`src/hoist_brake_pkg.sv`:
```
/*
 * Shared constants and types for the hoist brake signal control block.
 * Assumes current in 0.1 A units, frequency in 0.1 Hz units, times in 0.1 s units.
 */
package hoist_brake_pkg;

    // ------------------------------------------------------------
    // Value widths
    // ------------------------------------------------------------
    localparam int CUR_W = 16;              // Output current, 0.1 A units
    localparam int FREQ_W = 16;             // Output frequency, 0.1 Hz units
    localparam int PCT_W = 8;               // Current threshold, percent
    localparam int HOLD_W = 6;              // Hold time, 0.1 s units
    localparam int MODEL_W = 2;             // Low-voltage model index
    localparam int PROD_W = 24;             // Width of threshold products

    // ------------------------------------------------------------
    // Setting ranges
    // ------------------------------------------------------------
    localparam logic [PCT_W-1:0] PCT_MAX = 8'hc8;        // 200 percent
    localparam logic [FREQ_W-1:0] FREQ_THR_MAX = 16'h00fa; // 25.0 Hz
    localparam logic [HOLD_W-1:0] HOLD_MAX = 6'h32;      // 5.0 s
    localparam logic [PROD_W-1:0] PERCENT_SCALE = 24'h000064; // 100 percent

    // ------------------------------------------------------------
    // Reference currents of the low-voltage variants, 0.1 A units
    // ------------------------------------------------------------
    localparam logic [CUR_W-1:0] REF_CUR_0 = 16'h0008;  // 0.8 A
    localparam logic [CUR_W-1:0] REF_CUR_1 = 16'h000f;  // 1.5 A
    localparam logic [CUR_W-1:0] REF_CUR_2 = 16'h001e;  // 3.0 A
    localparam logic [CUR_W-1:0] REF_CUR_3 = 16'h0032;  // 5.0 A

    // ------------------------------------------------------------
    // Timing
    // ------------------------------------------------------------
    localparam int CLK_PERIOD_NS = 25;           // 40 MHz control clock
    localparam int TIME_STEP_NS = 100_000_000;   // One hold-time step, 0.1 s
    localparam int STEP_CYCLES = TIME_STEP_NS / CLK_PERIOD_NS;

    // Pin input index within the synchroniser vector
    localparam int PIN_RUN = 0;
    localparam int PIN_MOTOR2 = 1;
    localparam int PIN_COAST = 2;
    localparam int PIN_ALARM = 3;
    localparam int PIN_N = 4;

    // ------------------------------------------------------------
    // Brake state
    // ------------------------------------------------------------
    typedef enum logic [0:0] {
        BRAKE_APPLIED = 1'b0,
        BRAKE_RELEASED = 1'b1
    } brake_state_t;

endpackage

```
`src/brake_hold_timer.sv`:
```
/*
 * Continuous-qualification hold timer for the brake control.
 * Assumes qual_in and hold_in come from logic on the same clock.
 */
module brake_hold_timer #(
    parameter int STEP_CYCLES = hoist_brake_pkg::STEP_CYCLES
) (
    input wire logic sys_clk_in,
    input wire logic resetn_in,
    input wire logic qual_in,
    input wire logic [hoist_brake_pkg::HOLD_W-1:0] hold_in,
    output logic done_out
);

    // ------------------------------------------------------------
    // Counters
    // ------------------------------------------------------------
    logic [31:0] cycle_cnt;                         // Cycles within one step
    logic [hoist_brake_pkg::HOLD_W-1:0] step_cnt;   // Whole steps qualified
    logic step_end;                                  // Last cycle of a step
    logic reached;                                   // Hold time covered

    assign step_end = (cycle_cnt == 32'(STEP_CYCLES - 1));
    assign reached = (step_cnt >= hold_in);

    // Count saturates once reached, so long holds never wrap
    // restart when qualification drops
    always_ff @(posedge sys_clk_in or negedge resetn_in) begin
        if (!resetn_in) begin
            cycle_cnt <= 32'h0000_0000;
            step_cnt <= '0;
        end else if (!qual_in) begin
            cycle_cnt <= 32'h0000_0000;
            step_cnt <= '0;
        end else if (!reached) begin
            // Counting a step
            cycle_cnt <= step_end ? 32'h0000_0000 : cycle_cnt + 32'h0000_0001;
            if (step_end) begin
                step_cnt <= step_cnt + hoist_brake_pkg::HOLD_W'(1);
            end
        end
    end

    // Done only while qualification still holds
    assign done_out = qual_in && reached;

    // ------------------------------------------------------------
    // Checks
    // ------------------------------------------------------------
    AST_TIMER_RESTART:
        assert property (@(posedge sys_clk_in) disable iff (!resetn_in)
            !qual_in |=> (step_cnt == '0) && (cycle_cnt == 32'h0000_0000))
        else $error("hold timer did not restart after qualification dropped");

    AST_TIMER_NO_EARLY:
        assert property (@(posedge sys_clk_in) disable iff (!resetn_in)
            $rose(qual_in) && (hold_in != '0) |-> !done_out)
        else $error("hold timer finished on the first qualified cycle");

endmodule

```
`src/hoist_brake_signal_control.sv`:
```
/*
 * Brake release signal control for a hoisting motor drive.
 * Assumes current and frequency samples come from drive logic on sys_clk_in,
 * and run, motor select, coast and alarm levels come from pins.
 */
// Operation
// Release after current or frequency held above threshold
// Current threshold percent of rated or reference
// Apply after run off and frequency held low
// Second motor selected keeps brake released
// Alarm or coast stop forces output immediately
// High output releases brake, low applies it
// Hold timers restart when qualification drops
module hoist_brake_signal_control #(
    parameter int STEP_CYCLES = hoist_brake_pkg::STEP_CYCLES
) (
    input wire logic sys_clk_in,
    input wire logic resetn_in,
    // Drive measurements
    input wire logic [hoist_brake_pkg::CUR_W-1:0] output_current_in,
    input wire logic [hoist_brake_pkg::FREQ_W-1:0] output_frequency_in,
    input wire logic [hoist_brake_pkg::CUR_W-1:0] rated_current_in,
    // Variant straps
    input wire logic low_voltage_variant_in,
    input wire logic [hoist_brake_pkg::MODEL_W-1:0] model_index_in,
    // Brake settings
    input wire logic [hoist_brake_pkg::PCT_W-1:0] release_current_threshold_in,
    input wire logic [hoist_brake_pkg::FREQ_W-1:0] release_frequency_threshold_in,
    input wire logic [hoist_brake_pkg::HOLD_W-1:0] release_hold_time_in,
    input wire logic [hoist_brake_pkg::FREQ_W-1:0] apply_frequency_threshold_in,
    input wire logic [hoist_brake_pkg::HOLD_W-1:0] apply_hold_time_in,
    // Pin-level commands
    input wire logic run_command_in,
    input wire logic second_motor_select_in,
    input wire logic coast_stop_command_in,
    input wire logic alarm_shutdown_in,
    // Brake actuator drive
    output logic brake_release_output_out
);

    // ------------------------------------------------------------
    // Pin synchronisers
    // ------------------------------------------------------------
    logic [hoist_brake_pkg::PIN_N-1:0] pin_raw;    // Raw pin levels
    logic [hoist_brake_pkg::PIN_N-1:0] pin_meta;   // First stage, read only by second
    logic [hoist_brake_pkg::PIN_N-1:0] pin_sync;   // Safe to use

    assign pin_raw[hoist_brake_pkg::PIN_RUN] = run_command_in;
    assign pin_raw[hoist_brake_pkg::PIN_MOTOR2] = second_motor_select_in;
    assign pin_raw[hoist_brake_pkg::PIN_COAST] = coast_stop_command_in;
    assign pin_raw[hoist_brake_pkg::PIN_ALARM] = alarm_shutdown_in;

    // Two flops per pin
    generate
        for (genvar i = 0; i < hoist_brake_pkg::PIN_N; i++) begin : g_sync
            always_ff @(posedge sys_clk_in or negedge resetn_in) begin
                if (!resetn_in) begin
                    pin_meta[i] <= 1'b0;
                    pin_sync[i] <= 1'b0;
                end else begin
                    pin_meta[i] <= pin_raw[i];
                    pin_sync[i] <= pin_meta[i];
                end
            end
        end
    endgenerate

    logic run_on;        // Run command active
    logic motor2_sel;    // Second motor selected
    logic shutdown;      // Alarm or coast stop in force
    logic forced;        // Timers bypassed

    assign run_on = pin_sync[hoist_brake_pkg::PIN_RUN];
    assign motor2_sel = pin_sync[hoist_brake_pkg::PIN_MOTOR2];
    assign shutdown = pin_sync[hoist_brake_pkg::PIN_COAST] | pin_sync[hoist_brake_pkg::PIN_ALARM];
    assign forced = shutdown | motor2_sel;

    // ------------------------------------------------------------
    // Current basis selection
    // ------------------------------------------------------------
    logic [hoist_brake_pkg::CUR_W-1:0] ref_current;  // Per-model reference
    logic [hoist_brake_pkg::CUR_W-1:0] basis;        // 100 percent current

    // Low-voltage single-phase models use a fixed reference
    assign ref_current = (model_index_in == 2'h0) ? hoist_brake_pkg::REF_CUR_0 :
                         (model_index_in == 2'h1) ? hoist_brake_pkg::REF_CUR_1 :
                         (model_index_in == 2'h2) ? hoist_brake_pkg::REF_CUR_2 :
                                                    hoist_brake_pkg::REF_CUR_3;

    // pick percentage basis
    assign basis = low_voltage_variant_in ? ref_current : rated_current_in;

    // ------------------------------------------------------------
    // Threshold comparisons
    // ------------------------------------------------------------
    logic [hoist_brake_pkg::PCT_W-1:0] pct_clamped;   // Threshold within range
    logic [hoist_brake_pkg::PROD_W-1:0] cur_scaled;   // Current times 100
    logic [hoist_brake_pkg::PROD_W-1:0] thr_scaled;   // Percent times basis
    logic [hoist_brake_pkg::FREQ_W-1:0] rel_freq_thr; // Clamped release frequency
    logic [hoist_brake_pkg::FREQ_W-1:0] app_freq_thr; // Clamped apply frequency
    logic [hoist_brake_pkg::HOLD_W-1:0] rel_hold;     // Clamped release hold
    logic [hoist_brake_pkg::HOLD_W-1:0] app_hold;     // Clamped apply hold
    logic cur_over;                                   // Current above threshold
    logic freq_over;                                  // Frequency above threshold
    logic freq_low;                                   // Frequency below apply level

    // Out-of-range settings clamp to the top of their range
    assign pct_clamped = (release_current_threshold_in > hoist_brake_pkg::PCT_MAX) ?
                         hoist_brake_pkg::PCT_MAX : release_current_threshold_in;
    assign rel_freq_thr = (release_frequency_threshold_in > hoist_brake_pkg::FREQ_THR_MAX) ?
                          hoist_brake_pkg::FREQ_THR_MAX : release_frequency_threshold_in;
    assign app_freq_thr = (apply_frequency_threshold_in > hoist_brake_pkg::FREQ_THR_MAX) ?
                          hoist_brake_pkg::FREQ_THR_MAX : apply_frequency_threshold_in;
    assign rel_hold = (release_hold_time_in > hoist_brake_pkg::HOLD_MAX) ?
                      hoist_brake_pkg::HOLD_MAX : release_hold_time_in;
    assign app_hold = (apply_hold_time_in > hoist_brake_pkg::HOLD_MAX) ?
                      hoist_brake_pkg::HOLD_MAX : apply_hold_time_in;

    // Cross-multiply so no divider is needed
    // percent of basis
    assign cur_scaled = hoist_brake_pkg::PROD_W'(output_current_in) * hoist_brake_pkg::PERCENT_SCALE;
    assign thr_scaled = hoist_brake_pkg::PROD_W'(pct_clamped) * hoist_brake_pkg::PROD_W'(basis);
    assign cur_over = (cur_scaled > thr_scaled);
    assign freq_over = (output_frequency_in > rel_freq_thr);
    assign freq_low = (output_frequency_in < app_freq_thr);

    // ------------------------------------------------------------
    // Hold timers
    // ------------------------------------------------------------
    hoist_brake_pkg::brake_state_t state;       // Present brake state
    hoist_brake_pkg::brake_state_t next_state;  // Following brake state
    logic release_qual;                         // Torque proven this cycle
    logic apply_qual;                           // Stop proven this cycle
    logic release_done;                         // Torque held long enough
    logic apply_done;                           // Stop held long enough

    // either current or frequency proves torque
    assign release_qual = (state == hoist_brake_pkg::BRAKE_APPLIED) && !forced && (cur_over || freq_over);
    // run off and frequency low
    assign apply_qual = (state == hoist_brake_pkg::BRAKE_RELEASED) && !forced && !run_on && freq_low;

    // Release side timer
    brake_hold_timer #(
        .STEP_CYCLES(STEP_CYCLES)
    ) u_release_timer (
        .sys_clk_in(sys_clk_in),
        .resetn_in(resetn_in),
        .qual_in(release_qual),
        .hold_in(rel_hold),
        .done_out(release_done)
    );

    // Apply side timer
    brake_hold_timer #(
        .STEP_CYCLES(STEP_CYCLES)
    ) u_apply_timer (
        .sys_clk_in(sys_clk_in),
        .resetn_in(resetn_in),
        .qual_in(apply_qual),
        .hold_in(app_hold),
        .done_out(apply_done)
    );

    // ------------------------------------------------------------
    // Brake state decision
    // ------------------------------------------------------------
    // Shutdown and motor 2 override the timers outright
    always_comb begin
        next_state = state;
        if (forced) begin
            // shutdown releases at once
            // motor 2 holds release
            next_state = hoist_brake_pkg::BRAKE_RELEASED;
        end else if (release_done) begin
            // torque proven
            next_state = hoist_brake_pkg::BRAKE_RELEASED;
        end else if (apply_done) begin
            // stop proven
            next_state = hoist_brake_pkg::BRAKE_APPLIED;
        end
    end

    // Brake starts applied, the safe state for a hoist
    always_ff @(posedge sys_clk_in or negedge resetn_in) begin
        if (!resetn_in) begin
            state <= hoist_brake_pkg::BRAKE_APPLIED;
        end else begin
            state <= next_state;
        end
    end

    // high means release
    assign brake_release_output_out = (state == hoist_brake_pkg::BRAKE_RELEASED);

    // ------------------------------------------------------------
    // Checks
    // ------------------------------------------------------------
    AST_RELEASE_ON_HOLD:
        assert property (@(posedge sys_clk_in) disable iff (!resetn_in)
            release_done |=> brake_release_output_out)
        else $error("brake not released after torque hold");

    AST_BASIS_RATED:
        assert property (@(posedge sys_clk_in) disable iff (!resetn_in)
            !low_voltage_variant_in && (pct_clamped == hoist_brake_pkg::PCT_MAX)
            && (hoist_brake_pkg::PROD_W'(output_current_in) > (hoist_brake_pkg::PROD_W'(rated_current_in) << 1))
            |-> cur_over)
        else $error("current threshold not scaled by rated current");

    AST_APPLY_ON_HOLD:
        assert property (@(posedge sys_clk_in) disable iff (!resetn_in)
            apply_done && !release_done |=> !brake_release_output_out)
        else $error("brake not applied after stop hold");

    AST_NO_APPLY_WHILE_RUN:
        assert property (@(posedge sys_clk_in) disable iff (!resetn_in)
            $fell(brake_release_output_out) |-> !$past(run_on) && !$past(forced))
        else $error("brake applied with run command on");

    AST_MOTOR2_HOLDS:
        assert property (@(posedge sys_clk_in) disable iff (!resetn_in)
            motor2_sel ##1 motor2_sel |-> brake_release_output_out)
        else $error("brake applied while second motor selected");

    AST_SHUTDOWN_IMMEDIATE:
        assert property (@(posedge sys_clk_in) disable iff (!resetn_in)
            $rose(alarm_shutdown_in) ##1 alarm_shutdown_in ##1 alarm_shutdown_in
            |=> brake_release_output_out)
        else $error("shutdown did not change brake output within three cycles");

    AST_RISE_HAS_CAUSE:
        assert property (@(posedge sys_clk_in) disable iff (!resetn_in)
            $rose(brake_release_output_out) |-> $past(release_done) || $past(forced))
        else $error("brake released without cause");

endmodule

```
`config.mk`:
```
export PLATFORM = sky130hd
export DESIGN_NAME = hoist_brake_signal_control
export DESIGN_NICKNAME = d
export VERILOG_FILES = /design/src/hoist_brake_pkg.sv /design/src/brake_hold_timer.sv /design/src/hoist_brake_signal_control.sv
export SDC_FILE = /design/constraint.sdc
export NUM_CORES = 1
export LEC_CHECK = 0
export BUFFER_PORTS_ARGS = -buffer_cell sky130_fd_sc_hd__clkbuf_2
export CORE_MARGIN = 2
export CORE_UTILIZATION = 60
export DETAILED_ROUTE_END_ITERATION = 8
export PLACE_DENSITY = 0.81
export SLEW_MARGIN = 20
export SYNTH_ARGS = -nofsm -noshare
export SYNTH_HDL_FRONTEND = slang
export SYNTH_SLANG_ARGS = --single-unit
```
`constraint.sdc`:
```
create_clock -name sys_clk_in -period 3.2 [get_ports sys_clk_in]
set_clock_uncertainty 0.1 [all_clocks]
set_input_delay 0.16 -clock sys_clk_in [delete_from_list [all_inputs] [get_ports sys_clk_in]]
set_output_delay 0.16 -clock sys_clk_in [all_outputs]
set_load 0.02 [all_outputs]
```
==> impl_metrics.py <==
metrics = {
    "run_status": {
        "status": "complete, but fails checks",
        "violations": "setup timing",
    },
    "placed_design": {
        "dp_cells": 1940,
        "dp_slack_ns": -3.86,
        "routabilityCongestion": 0.894,
        "port_buffers": 109,
        "post-dp-hpwl_um": 23600,
    },
    "synth": {
        "synth.most_common_cell": "nor2_1",
        "syn_area_um2": 11800,
        "synth_commonest_cells": "202 x nor2_1, 195 x inv_1, 170 x ha_1",
        "async_flop_share": 1.00,
        "dominantRegCellSynth": "dfrtp_1",
        "synth_area_leaders": "dfrtp_1 18%, ha_1 18%, fa_1 16%",
        "synth_top_area_share": 0.181,
        "syn_area_per_cell_um2": 8.46,
        "yosysSeqAreaShare": 0.181,
        "syn_inst": 1390,
        "synthDistinctLibCells": 69,
        "ys_ff_latch": 85,
        "synth_edf_count": 0,
        "ys_warn_count": 0,
        "post-synth-top-area-cell": "dfrtp_1",
    },
    "grt": {
        "grt_pass1_vias": 11800,
        "grt_max_degree": 56,
        "grt_use_total": 0.311,
        "globalRouteOverflowTotal": 0,
        "antenna_found_initial": 0,
        "grt_pass1_wl_um": 52500,
    },
    "floorplan": {
        "die_y_um": 144,
        "dieWidth_um": 144,
        "placeableCoreArea_um2": 19300,
        "rows": 51,
        "io-pin-count": 110,
        "start_util": 0.608,
        "dieArea_um2": 20700,
    },
    "power": {
        "power_density_nw_per_um2": 465,
        "p_leak_nw": 7.52,
        "ir_worst_vdd_mv": 0.433,
    },
    "routing": {
        "drc": 0,
        "viasPerCell": 5.81,
        "finalWirelength_um": 32800,
        "vias": 11500,
        "first_iter_violations": 937,
        "routedWlPerCell_um": 16.5,
        "ant_nets": 0,
        "drt_pass1_iterations": 6,
    },
    "finish": {
        "nets": 2088,
        "final_core_util": 0.802,
        "regArea_um2": 2130,
        "instances_no_fill": 1984,
        "multi_input_area_um2": 9640,
        "num_antenna_cells": 0,
        "layout-drive-gt1-share": 0.293,
        "area_delta_synth_final_pct": 31.9,
        "nFillCells": 1202,
    },
    "timing": {
        "layout_setup_ws_ns": -3.56,
        "fin_crit_sh": 2.11,
        "slew_violations": 0,
        "max_slew_margin": 0.370,
        "period_minus_slack_ns": 6.76,
        "finalHoldViolCount": 0,
        "setup_viol": 39,
        "max_freq_ghz": 0.148,
        "rsz0062_at_grt": "true",
        "worstMarginPinSlew_ns": 0.941,
    },
    "setup_path": {
        "crit_slowest_cell": "fa_1",
        "crit_required_ns": 3.35,
        "cp-start-kind": "input port",
        "worst-path-buf-inv": 8,
        "reg2reg_slack_ns": 0.09,
        "worst-r2r-cell-count": 11,
        "crit_path_end_kind": "register",
        "worst-path-stages": 33,
        "cp_top_family": "adder cells",
        "crit_arrival_ns": 6.90,
        "endpoint": "u_release_timer.cycle_cnt[20]",
        "rr_endpoint": "u_release_timer.step_cnt[5]",
        "criticalPathCategory": "input port to register",
        "crit_fanout": 6,
        "r2r_start": "u_release_timer.step_cnt[0]",
        "cpPeakStageDelay_ns": 0.56,
        "startpoint": "release_current_threshold_in[0]",
    },
    "clocking": {
        "cts-root-buf": "clkbuf_16",
        "cts_buffers": 9,
        "clkSinkCount": 85,
        "cts_max_level": 3,
        "tritoncts": "done",
        "cts.clk_slew.worst_paths_ns": 0.07,
        "cts.path.max_buffers": 2,
        "insertion_delay_ns": 0.35,
    },
    "run": {
        "cap_viol_max_count": 0,
    },
    "min_path": {
        "hp-class": "register to register",
    },
}
==> layer usage <==
metal / share of wire / global-route usage / up-vias
met5: 0 / 0 / -
met4: 0.042 / 0.114 / 0
met3: 0.048 / 0.0354 / 133
met2: 0.53 / 0.578 / 408
met1: 0.38 / 0.368 / 5610
li1: - / - / 5370
==> cell type report <==
cell class	instances	area share
clock buffer	11	0.0156
timing repair buffer	330	0.153
multi-input combinational	1092	0.621
tap	265	0.0214
sequential	85	0.137
timing repair inverter	1	0.000726
clock inverter	5	0.00226
inverter	195	0.0480
==> what timing repair did <==
action	4_1_cts	5_1_grt
hold buffers	5	0
pin swaps	31	27
buffers inserted	11	7
gates resized for setup	67	52
endpoints found under the setup margin	39	58
cloned	3	3
endpoints found under the hold margin	57	0
==> registers in the layout (all words and copies together) (netlist names) <==
name,cells
u_apply_timer.cycle_cnt,32
pin_meta,4
u_release_timer.cycle_cnt,32
run_on,1
pin_sync,2
brake_release_output_out,1
u_apply_timer.step_cnt,6
motor2_sel,1
u_release_timer.step_cnt,6
==> cell usage in the layout, fill, tap and decap left out, types with 37 or more instances in the layout <==
cell type | netlist | layout
xnor2_1 | 42 | 37
clkbuf_2 | 0 | 105
inv_1 | 195 | 188
a21oi_1 | 91 | 74
nand3_1 | 39 | 37
fa_1 | 95 | 92
buf_4 | 0 | 200
ha_1 | 170 | 160
dfrtp_1 | 85 | 85
nor2_1 | 202 | 165
nand2_1 | 74 | 66
==> stage by stage <==
stage	power [mW]	hold slack, ns	instance area [um^2]	TNS [ns]
after global routing	7.86	0.252	15500	-141.34
after floorplan	4.11	-0.236	12300	-116.95
after CTS	6.97	0.249	15200	-123.83
after detailed placement	5.86	0.157	14500	-147.26
after global placement	5.64	0.155	14500	-137.07
final	7.21	0.248	15500	-132.86
==> report_power, final <==
group	switching [mW]	internal [mW]	leakage (nW)
clock network	0.449	0.549	0.136
registers	0.00288	1.08	1.16
logic	2.59	2.54	6.22
==> kinds of logic (layout without fill, tap and decap cells) <==
logic type | count (synthesis) | count (layout) | share of synthesized area
muxes | 9 | 9 | 0.00766
buffers and inverters | 229 | 542 | 0.0745
AOI/OAI and AO/OA | 253 | 254 | 0.148
and+or+nand+nor | 483 | 483 | 0.198
other | 1 | 16 | 0.000319
adders and majority gates | 265 | 265 | 0.343
xor gates and xnor gates | 65 | 65 | 0.0484
DFF | 85 | 85 | 0.181
==> worst min path at each step <==
stage | from | endpoint | slack (ns) | cells past startpoint
after global routing | pin_meta[2] | pin_sync[2] | 0.25 | 0
final | pin_meta[3] | pin_sync[3] | 0.25 | 0
after detailed placement | resetn_in | u_release_timer.cycle_cnt[1] | 0.16 | 1
after CTS | pin_meta[3] | pin_sync[3] | 0.25 | 0
after floorplan | resetn_in | brake_release_output_out | -0.24 | 0
after global placement | resetn_in | u_release_timer.cycle_cnt[1] | 0.15 | 1
Note: power is estimated with default switching activity, not from simulation.
